===== config.mk =====
export PLATFORM = sky130hd
export DESIGN_NAME = pbw_bridge
export DESIGN_NICKNAME = d
export VERILOG_FILES = /design/src/rtl/pbw_pkg.sv /design/src/rtl/pbw_bridge.sv
export VERILOG_INCLUDE_DIRS = /design/src /design/src/rtl
export SDC_FILE = /design/constraint.sdc
export NUM_CORES = 2
export LEC_CHECK = 0
export BUFFER_PORTS_ARGS = -buffer_cell sky130_fd_sc_hd__buf_2
export CAP_MARGIN = 15
export CORE_MARGIN = 1
export CORE_UTILIZATION = 45
export DETAILED_ROUTE_END_ITERATION = 7
export GPL_ROUTABILITY_DRIVEN = 0
export SLEW_MARGIN = 20
export SYNTH_ARGS = -nofsm -noshare
export SYNTH_HDL_FRONTEND = slang
export SYNTH_SLANG_ARGS = --single-unit

===== constraint.sdc =====
create_clock -name clk_i -period 46.6 [get_ports clk_i]
set_input_delay 4.66 -clock clk_i [delete_from_list [all_inputs] [get_ports clk_i]]
set_output_delay 4.66 -clock clk_i [all_outputs]
set_load 0.02 [all_outputs]

===== src/rtl/pbw_cfg.svh =====
`ifndef PBW_CFG_SVH
`define PBW_CFG_SVH

// Configuration register offsets
`define PBW_CHIP_CTRL_OFS 8'h44
`define PBW_MWI_CTRL_OFS  8'h74
`define PBW_DRC_OFS       8'h88
`define PBW_STATUS_OFS    8'hF0

// Field positions
`define PBW_MWDC_BIT      1
`define PBW_MWI_HI        8
`define PBW_MWI_LO        7
`define PBW_STAT_SERR     0

// Reset values
`define PBW_CHIP_CTRL_RST 32'h0000_0000
`define PBW_MWI_CTRL_RST  32'h0000_0000
`define PBW_DRC_RST       32'h0000_8000

// Counts
`define PBW_RETRY_LIMIT   33'h0_0100_0000
`define PBW_DEVSEL_WAIT   3'h5
`define PBW_PAGE_END      10'h3FF

`endif


===== src/rtl/pbw_pkg.sv =====
package pbw_pkg;

  // Bus command codes used by the write path
  typedef enum logic [3:0] {
    PBW_IO_WR  = 4'h3,
    PBW_MEM_WR = 4'h7,
    PBW_CFG_WR = 4'hB,
    PBW_MWI    = 4'hF
  } pbw_cmd_e;

  // Target side states, all eight codes used
  typedef enum logic [2:0] {
    T_IDLE  = 3'b000,
    T_DEC   = 3'b001,
    T_CLAIM = 3'b010,
    T_POST  = 3'b011,
    T_DLY   = 3'b100,
    T_DCOMP = 3'b101,
    T_STOPW = 3'b110,
    T_TURN  = 3'b111
  } pbw_tst_e;

  // Master side states
  typedef enum logic [2:0] {
    M_IDLE = 3'b000,
    M_ADDR = 3'b001,
    M_DATA = 3'b010,
    M_DROP = 3'b011,
    M_TURN = 3'b100
  } pbw_mst_e;

  // Posted queue entry: an address word or a data word
  typedef struct packed {
    logic        is_addr;
    logic [3:0]  cmd;
    logic [31:0] data;
    logic [3:0]  be;
  } pbw_pw_s;

  // Delayed write queue entry
  typedef struct packed {
    logic        valid;
    logic        done;
    logic [3:0]  cmd;
    logic [31:0] addr;
    logic [31:0] data;
    logic [3:0]  be;
    logic        apar;
    logic        dpar;
  } pbw_dq_s;

endpackage


===== src/rtl/pbw_bridge.sv =====
`timescale 1ns/10ps
`include "pbw_cfg.svh"
// How it works
// Nonzero low address bits: disconnect after the first data transfer.
// Claim only by positive decode at medium devsel, never subtractive.
// Data moves on IRDY and TRDY; IRDY with STOP also ends a phase.
// Memory writes posted; VGA, I/O and type 1 config writes delayed.
// Posted write: devsel medium, TRDY next clock, only with queue room.
// Posted data taken one word per clock, no waits, no bus needed.
// Accept until initiator ends; boundary or full gives a disconnect.
// Request target bus at queue head; FRAME with address, data next.
// One word per clock as master; empty queue ends, follow-on later.
// Done, disconnect, retry, abort or latency expiry end the master.
// MWI control 11 disconnects at lines; 00 reissues as memory write.
// Delayed writes carry one word and disconnect after it.
// New delayed write: claim, retry, capture command, address, data.
// Enqueue only without an entry of same command, address, enables and enabled data, if free.
// Issue head delayed write after posted data; repeat on retry.
// Retry limit exhausted raises system error, pin if enabled.
// Matching repeat of head completion gets TRDY, plus STOP if more.
// Compare only data bytes whose enables are active.
// Repeats before delivery get retry and no new entry.
// Discard timer from 88h drops unclaimed completions, error flagged.
// Memory write boundary: 4KB when control bit is 0, line when 1 and line size is 1, 2, 4, 8 or 16.
// MWI: line size other than 1, 2, 4, 8 or 16 gives 4KB, else line when room is short.
module pbw_bridge
  import pbw_pkg::*;
#(
  parameter int unsigned PW_DEPTH    = 32,
  parameter int unsigned DQ_DEPTH    = 4,
  parameter logic [32:0] RETRY_LIMIT = `PBW_RETRY_LIMIT
) (
  // Clock and reset
  input  wire logic        clk_i,
  input  wire logic        rst_i,
  // Configuration space access
  input  wire logic        cfg_wr_i,
  input  wire logic        cfg_rd_i,
  input  wire logic [7:0]  cfg_addr_i,
  input  wire logic [31:0] cfg_wdata_i,
  output logic      [31:0] cfg_rdata_o,
  // Bridge level settings
  input  wire logic [7:0]  cache_line_size_i,
  input  wire logic [7:0]  latency_timer_i,
  input  wire logic        serr_enable_i,
  // Initiator bus, bridge as target
  input  wire logic        t_frame_n_i,
  input  wire logic        t_irdy_n_i,
  input  wire logic [31:0] t_ad_i,
  input  wire logic [3:0]  t_cbe_n_i,
  input  wire logic        t_par_i,
  input  wire logic        t_hit_i,
  input  wire logic        t_vga_hit_i,
  output logic             t_devsel_n_o,
  output logic             t_trdy_n_o,
  output logic             t_stop_n_o,
  output logic             t_ctl_oe_o,
  // Target bus, bridge as master
  output logic             m_req_n_o,
  input  wire logic        m_gnt_n_i,
  input  wire logic        m_frame_n_i,
  input  wire logic        m_irdy_n_i,
  input  wire logic        m_trdy_n_i,
  input  wire logic        m_stop_n_i,
  input  wire logic        m_devsel_n_i,
  output logic             m_frame_n_o,
  output logic             m_irdy_n_o,
  output logic             m_ctl_oe_o,
  output logic      [31:0] m_ad_o,
  output logic      [3:0]  m_cbe_n_o,
  output logic             m_ad_oe_o,
  // System error pin, open drain
  output logic             primary_system_error_out_n_o,
  output logic             primary_system_error_out_oe_o
);

  localparam int unsigned PA = $clog2(PW_DEPTH);
  localparam int unsigned QA = $clog2(DQ_DEPTH);

  pbw_tst_e      t_st_ff;
  pbw_mst_e      m_st_ff;
  logic [31:0]   chip_ctrl_ff, mwi_ctrl_ff, drc_ff;
  logic          serr_ff, serr_pin_ff;
  pbw_pw_s       pw_mem [PW_DEPTH];
  pbw_pw_s       pw_in, pw_hd;
  logic [PA-1:0] pw_wp_ff, pw_rp_ff;
  logic [PA:0]   pw_cnt_ff, pw_free;
  logic          pw_push, pw_pop, pw_hd_addr;
  pbw_dq_s       dq_mem [DQ_DEPTH];
  pbw_dq_s       dq_hd;
  logic [QA-1:0] dq_hd_ff, dq_tl_ff, t_hit_ix;
  logic [QA:0]   dq_cnt_ff;
  logic          dq_par_ff, dq_pop, t_match, t_comp, t_enq, t_rel;
  logic          t_frm_q_ff, t_post_ff, t_ok_ff, t_apar_ff, t_take;
  logic          t_is_post, t_is_dly, t_disc, use_line, cls_ok;
  logic [31:0]   t_addr_ff;
  logic [3:0]    t_cmd_ff, cmask;
  logic [31:0]   m_addr_ff, dis_cnt_ff;
  logic [3:0]    m_cmd_ff;
  logic [7:0]    m_lat_ff;
  logic [2:0]    m_dvw_ff;
  logic [32:0]   m_try_ff;
  logic          m_dly_ff, m_frame_ff, dis_run_ff, dis_exp;
  logic          post_rdy, dly_rdy, m_start, xfer, stopped, mabort;
  logic          m_retry, lim_hit, m_drop_dly, serr_evt;

  // True when the k-th posted entry from the head is a data word
  function automatic logic pw_isdat(input int unsigned k);
    pw_isdat = (pw_cnt_ff > (PA+1)'(k)) &&
               !pw_mem[pw_rp_ff + PA'(k)].is_addr;
  endfunction

  // Repeat matches stored entry; disabled bytes are not compared
  function automatic logic dq_same(input pbw_dq_s e);
    logic eq;
    eq = e.valid && e.cmd == t_cmd_ff && e.addr == t_addr_ff &&
         e.be == ~t_cbe_n_i;
    for (int b = 0; b < 4; b++) begin
      if (e.be[b] && e.data[8*b +: 8] != t_ad_i[8*b +: 8]) eq = 1'b0;
    end
    dq_same = eq;
  endfunction

  // Configuration registers; the error flag's set wins over a clear
  always_ff @(posedge clk_i or posedge rst_i) begin
    if (rst_i) begin
      chip_ctrl_ff <= `PBW_CHIP_CTRL_RST;
      mwi_ctrl_ff  <= `PBW_MWI_CTRL_RST;
      drc_ff       <= `PBW_DRC_RST;
      serr_ff      <= 1'b0;
      serr_pin_ff  <= 1'b0;
    end else begin
      if (cfg_wr_i && cfg_addr_i == `PBW_CHIP_CTRL_OFS)
        chip_ctrl_ff <= cfg_wdata_i;
      if (cfg_wr_i && cfg_addr_i == `PBW_MWI_CTRL_OFS)
        mwi_ctrl_ff <= cfg_wdata_i;
      if (cfg_wr_i && cfg_addr_i == `PBW_DRC_OFS) drc_ff <= cfg_wdata_i;
      if (serr_evt) begin
        serr_ff <= 1'b1; // see R16
      end else if (cfg_wr_i && cfg_addr_i == `PBW_STATUS_OFS &&
                   cfg_wdata_i[`PBW_STAT_SERR]) begin
        serr_ff <= 1'b0;
      end
      serr_pin_ff <= serr_evt && serr_enable_i;
    end
  end

  // Read data; status shows live queue levels
  always_ff @(posedge clk_i or posedge rst_i) begin
    if (rst_i) begin
      cfg_rdata_o <= 32'h0000_0000;
    end else if (cfg_rd_i) begin
      unique case (cfg_addr_i)
        `PBW_CHIP_CTRL_OFS: cfg_rdata_o <= chip_ctrl_ff;
        `PBW_MWI_CTRL_OFS:  cfg_rdata_o <= mwi_ctrl_ff;
        `PBW_DRC_OFS:       cfg_rdata_o <= drc_ff;
        `PBW_STATUS_OFS:    cfg_rdata_o <= {8'h00, 8'(dq_cnt_ff),
                                            8'(pw_cnt_ff), 7'h00, serr_ff};
        default:            cfg_rdata_o <= 32'h0000_0000;
      endcase
    end
  end

  assign primary_system_error_out_n_o  = ~serr_pin_ff;
  assign primary_system_error_out_oe_o = serr_pin_ff;

  // Address phase classification and positive decode
  assign t_is_post = (t_cbe_n_i == PBW_MEM_WR && !t_vga_hit_i) ||
                     t_cbe_n_i == PBW_MWI;
  assign t_is_dly  = (t_cbe_n_i == PBW_MEM_WR && t_vga_hit_i) ||
                     t_cbe_n_i == PBW_IO_WR ||
                     (t_cbe_n_i == PBW_CFG_WR && t_ad_i[1:0] == 2'b01);
  assign t_take = t_st_ff == T_IDLE && !t_frame_n_i && t_frm_q_ff &&
                  t_hit_i && (t_is_post || t_is_dly);

  // Write boundaries; a 16 dword line wraps the mask to all ones
  assign cls_ok   = cache_line_size_i inside {8'h01, 8'h02, 8'h04,
                                              8'h08, 8'h10};
  assign cmask    = cache_line_size_i[3:0] - 4'h1;
  assign use_line = cls_ok && ((t_cmd_ff == PBW_MWI) ?
                    (mwi_ctrl_ff[`PBW_MWI_HI:`PBW_MWI_LO] == 2'b11 ||
                     pw_free < (PA+1)'(cache_line_size_i)) : // see R11
                    chip_ctrl_ff[`PBW_MWDC_BIT]);
  assign t_disc = t_addr_ff[1:0] != 2'b00 ||
                  pw_free <= (PA+1)'(1) ||
                  (use_line ? (t_addr_ff[5:2] & cmask) == cmask
                            : t_addr_ff[11:2] == `PBW_PAGE_END);

  // Posted queue fill: address at decode, data on each IRDY
  always_comb begin
    pw_push = 1'b0;
    pw_in   = '0;
    if (t_st_ff == T_DEC && t_post_ff && pw_free >= (PA+1)'(2)) begin
      pw_push      = 1'b1;
      pw_in.is_addr = 1'b1;
      pw_in.data   = t_addr_ff;
      pw_in.cmd    = (t_cmd_ff == PBW_MWI &&
                      mwi_ctrl_ff[`PBW_MWI_HI:`PBW_MWI_LO] == 2'b00) ?
                     PBW_MEM_WR : t_cmd_ff;
    end else if (t_st_ff == T_POST && !t_irdy_n_i) begin
      pw_push    = 1'b1; // see R3
      pw_in.data = t_ad_i;
      pw_in.be   = ~t_cbe_n_i;
    end
  end

  // Posted queue pointers
  always_ff @(posedge clk_i or posedge rst_i) begin
    if (rst_i) begin
      pw_wp_ff  <= '0;
      pw_rp_ff  <= '0;
      pw_cnt_ff <= '0;
    end else begin
      if (pw_push) pw_wp_ff <= pw_wp_ff + 1'b1;
      if (pw_pop) pw_rp_ff <= pw_rp_ff + 1'b1;
      pw_cnt_ff <= pw_cnt_ff + (PA+1)'(pw_push) - (PA+1)'(pw_pop);
    end
  end

  // Posted queue storage, no reset needed
  always_ff @(posedge clk_i) begin
    if (pw_push) pw_mem[pw_wp_ff] <= pw_in;
  end

  assign pw_free = (PA+1)'(PW_DEPTH) - pw_cnt_ff;
  assign pw_hd   = pw_mem[pw_rp_ff];

  // Search delayed queue for a repeat of the current write
  always_comb begin
    t_match  = 1'b0;
    t_hit_ix = '0;
    for (int i = 0; i < DQ_DEPTH; i++) begin
      if (dq_same(dq_mem[i])) begin
        t_match  = 1'b1; // see R14
        t_hit_ix = QA'(i);
      end
    end
  end

  assign dq_hd  = dq_mem[dq_hd_ff];
  assign t_comp = t_match && t_hit_ix == dq_hd_ff && dq_hd.done;
  assign t_enq  = t_st_ff == T_DLY && !t_irdy_n_i && !t_match &&
                  dq_cnt_ff < (QA+1)'(DQ_DEPTH); // see R14
  assign t_rel  = t_st_ff == T_DCOMP && !t_irdy_n_i;

  // Target state machine
  always_ff @(posedge clk_i or posedge rst_i) begin
    if (rst_i) begin
      t_st_ff    <= T_IDLE;
      t_addr_ff  <= 32'h0000_0000;
      t_cmd_ff   <= 4'h0;
      t_post_ff  <= 1'b0;
      t_ok_ff    <= 1'b0;
      t_apar_ff  <= 1'b0;
      t_frm_q_ff <= 1'b1;
    end else begin
      t_frm_q_ff <= t_frame_n_i;
      unique case (t_st_ff)
        T_IDLE: if (t_take) begin
          t_addr_ff <= t_ad_i;
          t_cmd_ff  <= t_cbe_n_i;
          t_post_ff <= t_is_post;
          t_st_ff   <= T_DEC;
        end
        T_DEC: begin
          t_apar_ff <= t_par_i;
          t_ok_ff   <= pw_free >= (PA+1)'(2);
          t_st_ff   <= T_CLAIM;
        end
        T_CLAIM: t_st_ff <= !t_post_ff ? T_DLY :
                            (t_ok_ff ? T_POST : T_STOPW);
        T_POST: if (!t_irdy_n_i) begin
          t_addr_ff <= t_addr_ff + 32'h0000_0004;
          if (t_frame_n_i) t_st_ff <= T_TURN;
          else if (t_disc) t_st_ff <= T_STOPW;
        end
        T_DLY: if (!t_irdy_n_i) begin
          t_st_ff <= t_comp ? T_DCOMP : T_STOPW; // see R13
        end
        T_DCOMP: if (!t_irdy_n_i) begin
          t_st_ff <= t_frame_n_i ? T_TURN : T_STOPW;
        end
        T_STOPW: if (t_frame_n_i) t_st_ff <= T_TURN;
        T_TURN: t_st_ff <= T_IDLE;
      endcase
    end
  end

  // Target pins; DEVSEL first appears two clocks after the address
  assign t_ctl_oe_o   = t_st_ff != T_IDLE && t_st_ff != T_DEC;
  assign t_devsel_n_o = !(t_ctl_oe_o && t_st_ff != T_TURN);
  assign t_trdy_n_o   = !(t_st_ff == T_POST || t_st_ff == T_DCOMP);
  assign t_stop_n_o   = !(t_st_ff == T_STOPW ||
                          (t_st_ff == T_POST && t_disc) ||
                          (t_st_ff == T_DCOMP && !t_frame_n_i));

  // Delayed queue; a drop or completion frees the head entry
  always_ff @(posedge clk_i or posedge rst_i) begin
    if (rst_i) begin
      for (int i = 0; i < DQ_DEPTH; i++) dq_mem[i] <= '0;
      dq_hd_ff  <= '0;
      dq_tl_ff  <= '0;
      dq_cnt_ff <= '0;
      dq_par_ff <= 1'b0;
    end else begin
      dq_par_ff <= t_enq;
      if (dq_par_ff) dq_mem[dq_tl_ff - 1'b1].dpar <= t_par_i;
      if (t_enq) begin
        dq_mem[dq_tl_ff] <= '{valid: 1'b1, done: 1'b0, cmd: t_cmd_ff,
                              addr: t_addr_ff, data: t_ad_i,
                              be: ~t_cbe_n_i, apar: t_apar_ff,
                              dpar: 1'b0};
        dq_tl_ff <= dq_tl_ff + 1'b1;
      end
      if (xfer && m_dly_ff) dq_mem[dq_hd_ff].done <= 1'b1;
      if (dq_pop) begin
        dq_mem[dq_hd_ff].valid <= 1'b0;
        dq_hd_ff <= dq_hd_ff + 1'b1;
      end
      dq_cnt_ff <= dq_cnt_ff + (QA+1)'(t_enq) - (QA+1)'(dq_pop);
    end
  end

  // Discard timer runs while a completion waits at the head
  always_ff @(posedge clk_i or posedge rst_i) begin
    if (rst_i) begin
      dis_run_ff <= 1'b0;
      dis_cnt_ff <= 32'h0000_0000;
    end else if (dq_pop) begin
      dis_run_ff <= 1'b0;
    end else if (dq_hd.valid && dq_hd.done) begin
      if (!dis_run_ff) begin
        dis_run_ff <= 1'b1;
        dis_cnt_ff <= drc_ff;
      end else if (dis_cnt_ff != 32'h0000_0000) begin
        dis_cnt_ff <= dis_cnt_ff - 32'h0000_0001;
      end
    end
  end

  assign dis_exp = dis_run_ff && dis_cnt_ff == 32'h0000_0000 && !t_rel;

  // Master side events
  assign pw_hd_addr = pw_cnt_ff != '0 && pw_hd.is_addr;
  assign post_rdy   = pw_isdat(0);
  assign dly_rdy    = dq_hd.valid && !dq_hd.done && pw_cnt_ff == '0;
  assign m_start    = m_st_ff == M_IDLE && !pw_hd_addr &&
                      (post_rdy || dly_rdy) && !m_gnt_n_i &&
                      m_frame_n_i && m_irdy_n_i;
  assign xfer       = m_st_ff == M_DATA && !m_trdy_n_i;
  assign stopped    = m_st_ff == M_DATA && !m_stop_n_i;
  assign mabort     = m_st_ff == M_DATA && m_devsel_n_i &&
                      m_dvw_ff == `PBW_DEVSEL_WAIT;
  assign m_retry    = stopped && !xfer && !m_devsel_n_i && m_dly_ff;
  assign lim_hit    = m_retry && m_try_ff + 33'h1 >= RETRY_LIMIT;
  assign m_drop_dly = (m_dly_ff && ((stopped && m_devsel_n_i) || mabort)) ||
                      lim_hit;
  assign dq_pop     = t_rel || dis_exp || m_drop_dly;
  assign serr_evt   = lim_hit || dis_exp;
  assign pw_pop     = (m_st_ff == M_IDLE && pw_hd_addr) ||
                      (xfer && !m_dly_ff) ||
                      (m_st_ff == M_DROP && post_rdy);

  // Attempts on the current delayed head
  always_ff @(posedge clk_i or posedge rst_i) begin
    if (rst_i) m_try_ff <= 33'h0_0000_0000;
    else if (dq_pop) m_try_ff <= 33'h0_0000_0000;
    else if (m_retry) m_try_ff <= m_try_ff + 33'h1;
  end

  // Master state machine; FRAME drops when the queue runs dry
  always_ff @(posedge clk_i or posedge rst_i) begin
    if (rst_i) begin
      m_st_ff    <= M_IDLE;
      m_addr_ff  <= 32'h0000_0000;
      m_cmd_ff   <= 4'h0;
      m_dly_ff   <= 1'b0;
      m_frame_ff <= 1'b0;
      m_lat_ff   <= 8'h00;
      m_dvw_ff   <= 3'h0;
    end else begin
      unique case (m_st_ff)
        M_IDLE: if (pw_hd_addr) begin
          m_addr_ff <= pw_hd.data;
          m_cmd_ff  <= pw_hd.cmd;
        end else if (m_start) begin
          m_dly_ff <= !post_rdy;
          m_st_ff  <= M_ADDR;
        end
        M_ADDR: begin
          m_frame_ff <= !m_dly_ff && pw_isdat(1);
          m_lat_ff   <= latency_timer_i;
          m_dvw_ff   <= 3'h0;
          m_st_ff    <= M_DATA;
        end
        M_DATA: begin
          if (m_lat_ff != 8'h00) m_lat_ff <= m_lat_ff - 8'h01;
          if (m_devsel_n_i && m_dvw_ff != `PBW_DEVSEL_WAIT) begin
            m_dvw_ff <= m_dvw_ff + 3'h1;
          end
          if (xfer) begin
            if (!m_dly_ff) m_addr_ff <= m_addr_ff + 32'h0000_0004;
            m_frame_ff <= pw_isdat(2) &&
                          !(m_lat_ff == 8'h00 && m_gnt_n_i); // see R9
            if (!m_frame_ff || stopped) m_st_ff <= M_TURN;
          end else if (stopped || mabort) begin
            m_st_ff <= (m_devsel_n_i && !m_dly_ff) ? M_DROP : M_TURN;
          end
        end
        M_DROP: if (!post_rdy) m_st_ff <= M_TURN;
        M_TURN: m_st_ff <= M_IDLE;
        default: m_st_ff <= M_IDLE;
      endcase
    end
  end

  // Master pins
  assign m_req_n_o   = !(m_st_ff == M_IDLE && (post_rdy || dly_rdy));
  assign m_ctl_oe_o  = m_st_ff == M_ADDR || m_st_ff == M_DATA ||
                       m_st_ff == M_TURN;
  assign m_ad_oe_o   = m_st_ff == M_ADDR || m_st_ff == M_DATA;
  assign m_frame_n_o = !(m_st_ff == M_ADDR ||
                         (m_st_ff == M_DATA && m_frame_ff));
  assign m_irdy_n_o  = m_st_ff != M_DATA;
  assign m_ad_o      = (m_st_ff == M_ADDR) ?
                       (m_dly_ff ? dq_hd.addr : m_addr_ff) :
                       (m_dly_ff ? dq_hd.data : pw_hd.data);
  assign m_cbe_n_o   = (m_st_ff == M_ADDR) ?
                       (m_dly_ff ? dq_hd.cmd : m_cmd_ff) :
                       ~(m_dly_ff ? dq_hd.be : pw_hd.be);
endmodule


# After elaboration in Yosys (flattened, before gate mapping)
# Memories as Yosys holds them, arrays and structs flattened.
# Cells that the tools add are included.
dict set report op_classes {
  addsub 18
  n_lt_le_gt_ge 14
  n_eq_ne 80
  muxes 101
  bitwise 9
  reduce_logical 170
}
# cell n
set op_table {}
lappend op_table {{304-bit bitwise mux} 4}
lappend op_table {{304-bit 2-to-1 mux} 4}
lappend op_table {{76-bit demux with 2-bit select} 4}
lappend op_table {{32-bit 2-to-1 mux} 11}
lappend op_table {{76-bit 2-to-1 mux} 4}
lappend op_table {{76-bit binary-select mux with 2-bit select} 1}
lappend op_table {{32-bit equality test} 4}
lappend op_table {{8-bit inequality test} 16}
lappend op_table {{32-bit case mux with 2 select lines} 2}
lappend op_table {{32-bit case mux with 4 select lines} 1}
lappend op_table {{1-bit logical AND} 94}
lappend op_table {{75-bit 2-to-1 mux} 1}
lappend op_table {{33-bit 2-to-1 mux} 2}
lappend op_table {{32-bit by 3-bit adder with 32-bit output, second input constant} 2}
lappend op_table {{3-bit 2-to-1 mux} 17}
lappend op_table {{4-bit equality test} 9}
lappend op_table {{36-bit 2-to-1 mux} 1}
lappend op_table {{1-bit 2-to-1 mux} 34}
lappend op_table {{33-bit by 1-bit adder with 33-bit output, second input constant} 1}
lappend op_table {{33-bit by 25-bit >= comparator with 1-bit output, second input constant} 1}
lappend op_table {{32-bit logical NOT} 1}
lappend op_table {{32-bit nonzero test} 1}
lappend op_table {{32-bit by 1-bit subtractor with 32-bit output, second input constant} 1}
lappend op_table {{1-bit logical NOT} 24}
lappend op_table {{70 further kinds} 152}
dict set report word_totals {
  ff_bits 619
  ramBits 1312
  inputBits 108
  wordCells 455
  n_memories 1
}
# name words word_bits rd rd_clocked_by_memory_dff wr line_no
set mem_list {}
lappend mem_list {pw_mem 32 41 3 0 1 pbw_bridge.sv:84} ;# pbw_pw_s pw_mem [PW_DEPTH];

# Depth between registers and ports, before layout
dict set report depth {
  depth_word 20
  ltp_mapped 19
}

# Least setup slack after synthesis
# Ideal clock, no wire load.
dict set report synth_timing {
  kind {input-to-output}
  startpoint {in cache_line_size_i[1]}
  endpoint {out t_stop_n_o}
  t_arrival_ps 6148
  setup_slack_ps 35792
  cell_stages 9
  path_buffers 0
  cell_sequence {inv_1 -> ha_1 -> a21o_1 -> a21o_1 -> a21oi_1 -> o31a_1 -> o211ai_1 -> a22oi_1 -> a21o_1}
}
dict set report synth_via {
  elab_chain_cells 10
  word_cells_on_any_way 19
  classes_between {add/sub (1); order compare (1); eq/ne (6); mux (2); bitwise (1); reduce/logical (8)}
}
# element line_no
set synth_lines {}
lappend synth_lines {{start, declared} pbw_bridge.sv:43} ;# input wire logic [7:0] cache_line_size_i,
lappend synth_lines {{parallel branches: the longest is 4 deep, another holds 4-bit by 1-bit subtractor with 4-bit output} -}
lappend synth_lines {{1-bit 2-to-1 mux (no source line) (*)} -}
lappend synth_lines {{1-bit logical OR (*)} pbw_bridge.sv:184} ;# assign t_disc = t_addr_ff[1:0] != 2'b00 ||
lappend synth_lines {{1-bit logical AND (*)} pbw_bridge.sv:294} ;# (t_st_ff == T_POST && t_disc) ||
lappend synth_lines {{1-bit logical OR (*)} pbw_bridge.sv:293} ;# assign t_stop_n_o = !(t_st_ff == T_STOPW ||
lappend synth_lines {{1-bit logical OR (*)} pbw_bridge.sv:294}
lappend synth_lines {{1-bit logical NOT (*)} pbw_bridge.sv:293}
lappend synth_lines {{end, declared} pbw_bridge.sv:56} ;# output logic t_stop_n_o,
# Every way passes the cells marked *.

# Final worst setup path
# Ends and elaborated chain as after synthesis.

==> metrics.md <==
| Metric | Value |
|---|---|
| Status | complete, no violations |
| CP max stage cell | o311ai_0 |
| Share of layout cells above drive strength 1 | roughly a quarter |
| Maximum clock path buffer count | 3 |
| Vias | approximately 50000 |
| Launching point of the worst reg2reg path | pw_rp_ff[2] |
| DR vias/cell | 6.17 |
| Reg2reg end | pw_cnt_ff[4] |
| Ys async rst share | roughly a third |
| Pre-CTS setup slack | roughly 35 ns |
| Crit path max-delay family | compound AO/OA/AOI/OAI gates |
| Seq cells post-synth | between 1500 and 2000 |
| Most used cell, CP | a21o_1 |
| Core area | around 0.19 mm^2 |
| Top_reg_cell synth | edfxtp_1 |
| FF-to-FF setup slack | just over 40 ns |
| Worst hold path startpoint | m_addr_ff[1] |
| Tot Pwr | between 5 and 6 mW |
| Hpwl dp | between 150000 and 200000 um |
| Critical path data required time | between 40 and 50 ns |
| DRC viols | 0 |
| Reg clk slew, reported paths | 0.05 ns |
| Post-CTS Resized | 0 |
| Final WS setup | 35.38 ns |
| Synth area leaders | edfxtp_1 (46%), dfrtp_1 (18%), mux4_2 (10%) |
| Final #Nets | around 5600 |
| Minimum clock period | between 10 and 15 ns |
| Total GRT Usage | between 20% and 30% |
| # rows | 159 |
| H-tree Lvls | 4 |
| Largest net degree at the start of global routing | between 150 and 200 |
| Most frequent cells in the layout | edfxtp_1 (1312), dfrtp_1 (598), mux2_2 (395) |
| Total CTS buffers | between 150 and 200 |
| YS warnings | 0 |
| Setup TNS | 0 ns |
| Area Overhead vs Synth | 11.9% |
| Initial antenna violation count | 13 |
| CTS tree | yes |
| Post-route core utilization | between 50% and 60% |
| Slew HR | 18.9% |
| Initial DRC count | about 5500 |
| Startpoint Class | input port |
| Clock Tree Root | clkbuf_16 |
| Final Slew Violations | 0 |
| MaxCap Viol Count | 0 |
| Die area | 0.191 mm^2 |
| Clock Skew | roughly 0.027 ns |
| Clk_lat worst skew | around 0.84 ns |
| Post-synth EDFFs | approximately 1300 |
| Sequential share of the synthesized area | around 64% |
| Least-Margin Pin Slew | 1.22 ns |
| Vias in the first global route | roughly 50000 |
| Clock sink count | approximately 1900 |
| Gr ovfl total | 0 |
| Synth top area share | 46.3% |
| RSZ-0062 raised after global routing | false |
| Worst-path cell chain | buf_2, inv_1, ha_1, a21o_1, a21o_1, a21oi_1, o311ai_0, o211ai_1, a22oi_1, a21o_1, buf_2 |
| Die height | approximately 440 um |
| Crit Path Class | in -> out |
| Reg2reg path depth | 16 |
| P_leak | roughly 35 nW |
| Hold path depth | 2 |
| Die Span X | 437 um |
| DR WL/cell | 30.0 um |
| Initial Util | between 40% and 50% |
| Fin. Hold Viols | 0 |
| Most common cell after layout, fill and taps aside | edfxtp_1 |
| Synth unique cells | 91 |
| Syn_nets | roughly 5500 |
| First-pass GRT wire length | about 350000 um |
| Max Freq | 0.0892 GHz |
| First-pass DRT Iterations | 6 |
| Worst path max stage delay | approximately 0.35 ns |
| Worst endpoint data arrival time | approximately 6.6 ns |
| Max FO, Critical Path | 4 |
| Hold Crit Class | reg -> reg |
| Detailed Route WL | ~240000 um |
| Hold buffer count at cts | 0 |
| Port Buf Inserts | 185 |
| Largest area contributor in the netlist | edfxtp_1 |
| Syn Area/Cell | about 16 um^2 |
| Setup-failing EPs final | 0 |
| Hold EP | m_addr_ff[1] |
| Mapped Area | between 0.08 and 0.09 mm^2 |
| Critical path endpoint category | primary output |
| Crit path buffers/inverters | 3 |
| PwrDens | between 60 and 70 mW/mm^2 |
| Postcts setup bufs | 0 |
| Io pins | 187 |
| VDD IR-drop max | 0.0652 mV |
| Critical path depth | 11 |
| Final period util | ~24% |
| Fillers | 15675 |
| Synth Instances | approximately 5400 |
| Routed Antenna Nets | 0 |
==> logic make-up (layout without fill, tap and decap cells) <==
kind of cell             after synthesis  after routing  share of synthesized area (%)
AO/OA/AOI/OAI                        750            750                           5.94
flip-flops                          1921           1921                           64.3
AND/OR/NAND/NOR                      816            816                           4.92
other                                  0              6                              0
buffers and inverters                509            791                           2.60
XOR/XNOR                             330            330                           3.40
adder cells (fa/ha/maj)               49             49                          0.739
multiplexers                         999            999                           18.2
==> routing by layer <==
metal	up-vias	wire length, um	GRT usage [%]
met2	2037	116000	40.1
met3	439	16300	3.93
li1	21281	-	-
met5	-	74	0
met4	10	9390	9.27
met1	26600	103000	35.8
==> final cells by class <==
type | count | area, um^2 | area share (%)
clock buffers | 272 | 5480 | 5.75
clock inverters | 90 | 951 | 0.999
multi-input cells | 2944 | 28600 | 30.1
diodes | 6 | 15.0 | 0.0158
inverters | 135 | 514 | 0.540
well taps | 2495 | 3120 | 3.28
flip-flops and latches | 1921 | 54700 | 57.4
repair buffers | 294 | 1810 | 1.90
==> worst max path at each step <==
stage	endpoint	slack [ns]	from
4_1_cts	t_stop_n_o	35.36	cache_line_size_i[1]
6_report	t_stop_n_o	35.38	cache_line_size_i[1]
5_1_grt	t_stop_n_o	35.16	cache_line_size_i[1]
2_1_floorplan	async pin	24.89	rst_i
3_3_place_gp	t_stop_n_o	35.36	cache_line_size_i[1]
3_5_place_dp	t_stop_n_o	35.39	cache_line_size_i[1]
==> cell usage after synthesis, types with 29 or more instances <==
| cell | count |
|---|---|
| buf_2 | 122 |
| a21oi_1 | 167 |
| nor2_1 | 209 |
| nand3_1 | 89 |
| clkbuf_1 | 187 |
| inv_1 | 134 |
| nor3_1 | 41 |
| xnor2_1 | 274 |
| o22ai_1 | 119 |
| nand4_1 | 111 |
| mux2_2 | 395 |
| dfrtp_1 | 607 |
| xor2_1 | 56 |
| ha_1 | 47 |
| mux4_2 | 392 |
| nand2_1 | 158 |
| buf_1 | 38 |
| a221oi_1 | 32 |
| a22o_1 | 56 |
| edfxtp_1 | 1312 |
| o21ai_0 | 132 |
| mux2i_1 | 209 |
| o221ai_1 | 29 |
| nor2b_1 | 29 |
| nor4_1 | 35 |
==> metrics by stage <==
stage	hold slack [ns]	instances	cell area, um^2
floorplan	0.445	5374	85000
global placement	0.461	7788	88700
CTS	0.488	8151	95100
global route	0.518	8156	95200
finish	0.489	8157	95200
detailed placement	0.475	7789	88700
==> worst min-delay path, stage by stage, from the launching register on <==
cell and delay, ns:
dfrtp_1 0.34, nand2_1 0.05, o21ai_0 0.06
==> where the power goes <==
group | switching [mW] | internal [mW] | leakage (nW)
clock | 0.666 | 0.914 | 3.14
combinational | 1.23 | 0.856 | 11.5
sequential | 0.281 | 2.02 | 20.5
No activity file was read; power rests on OpenSTA's default activity.
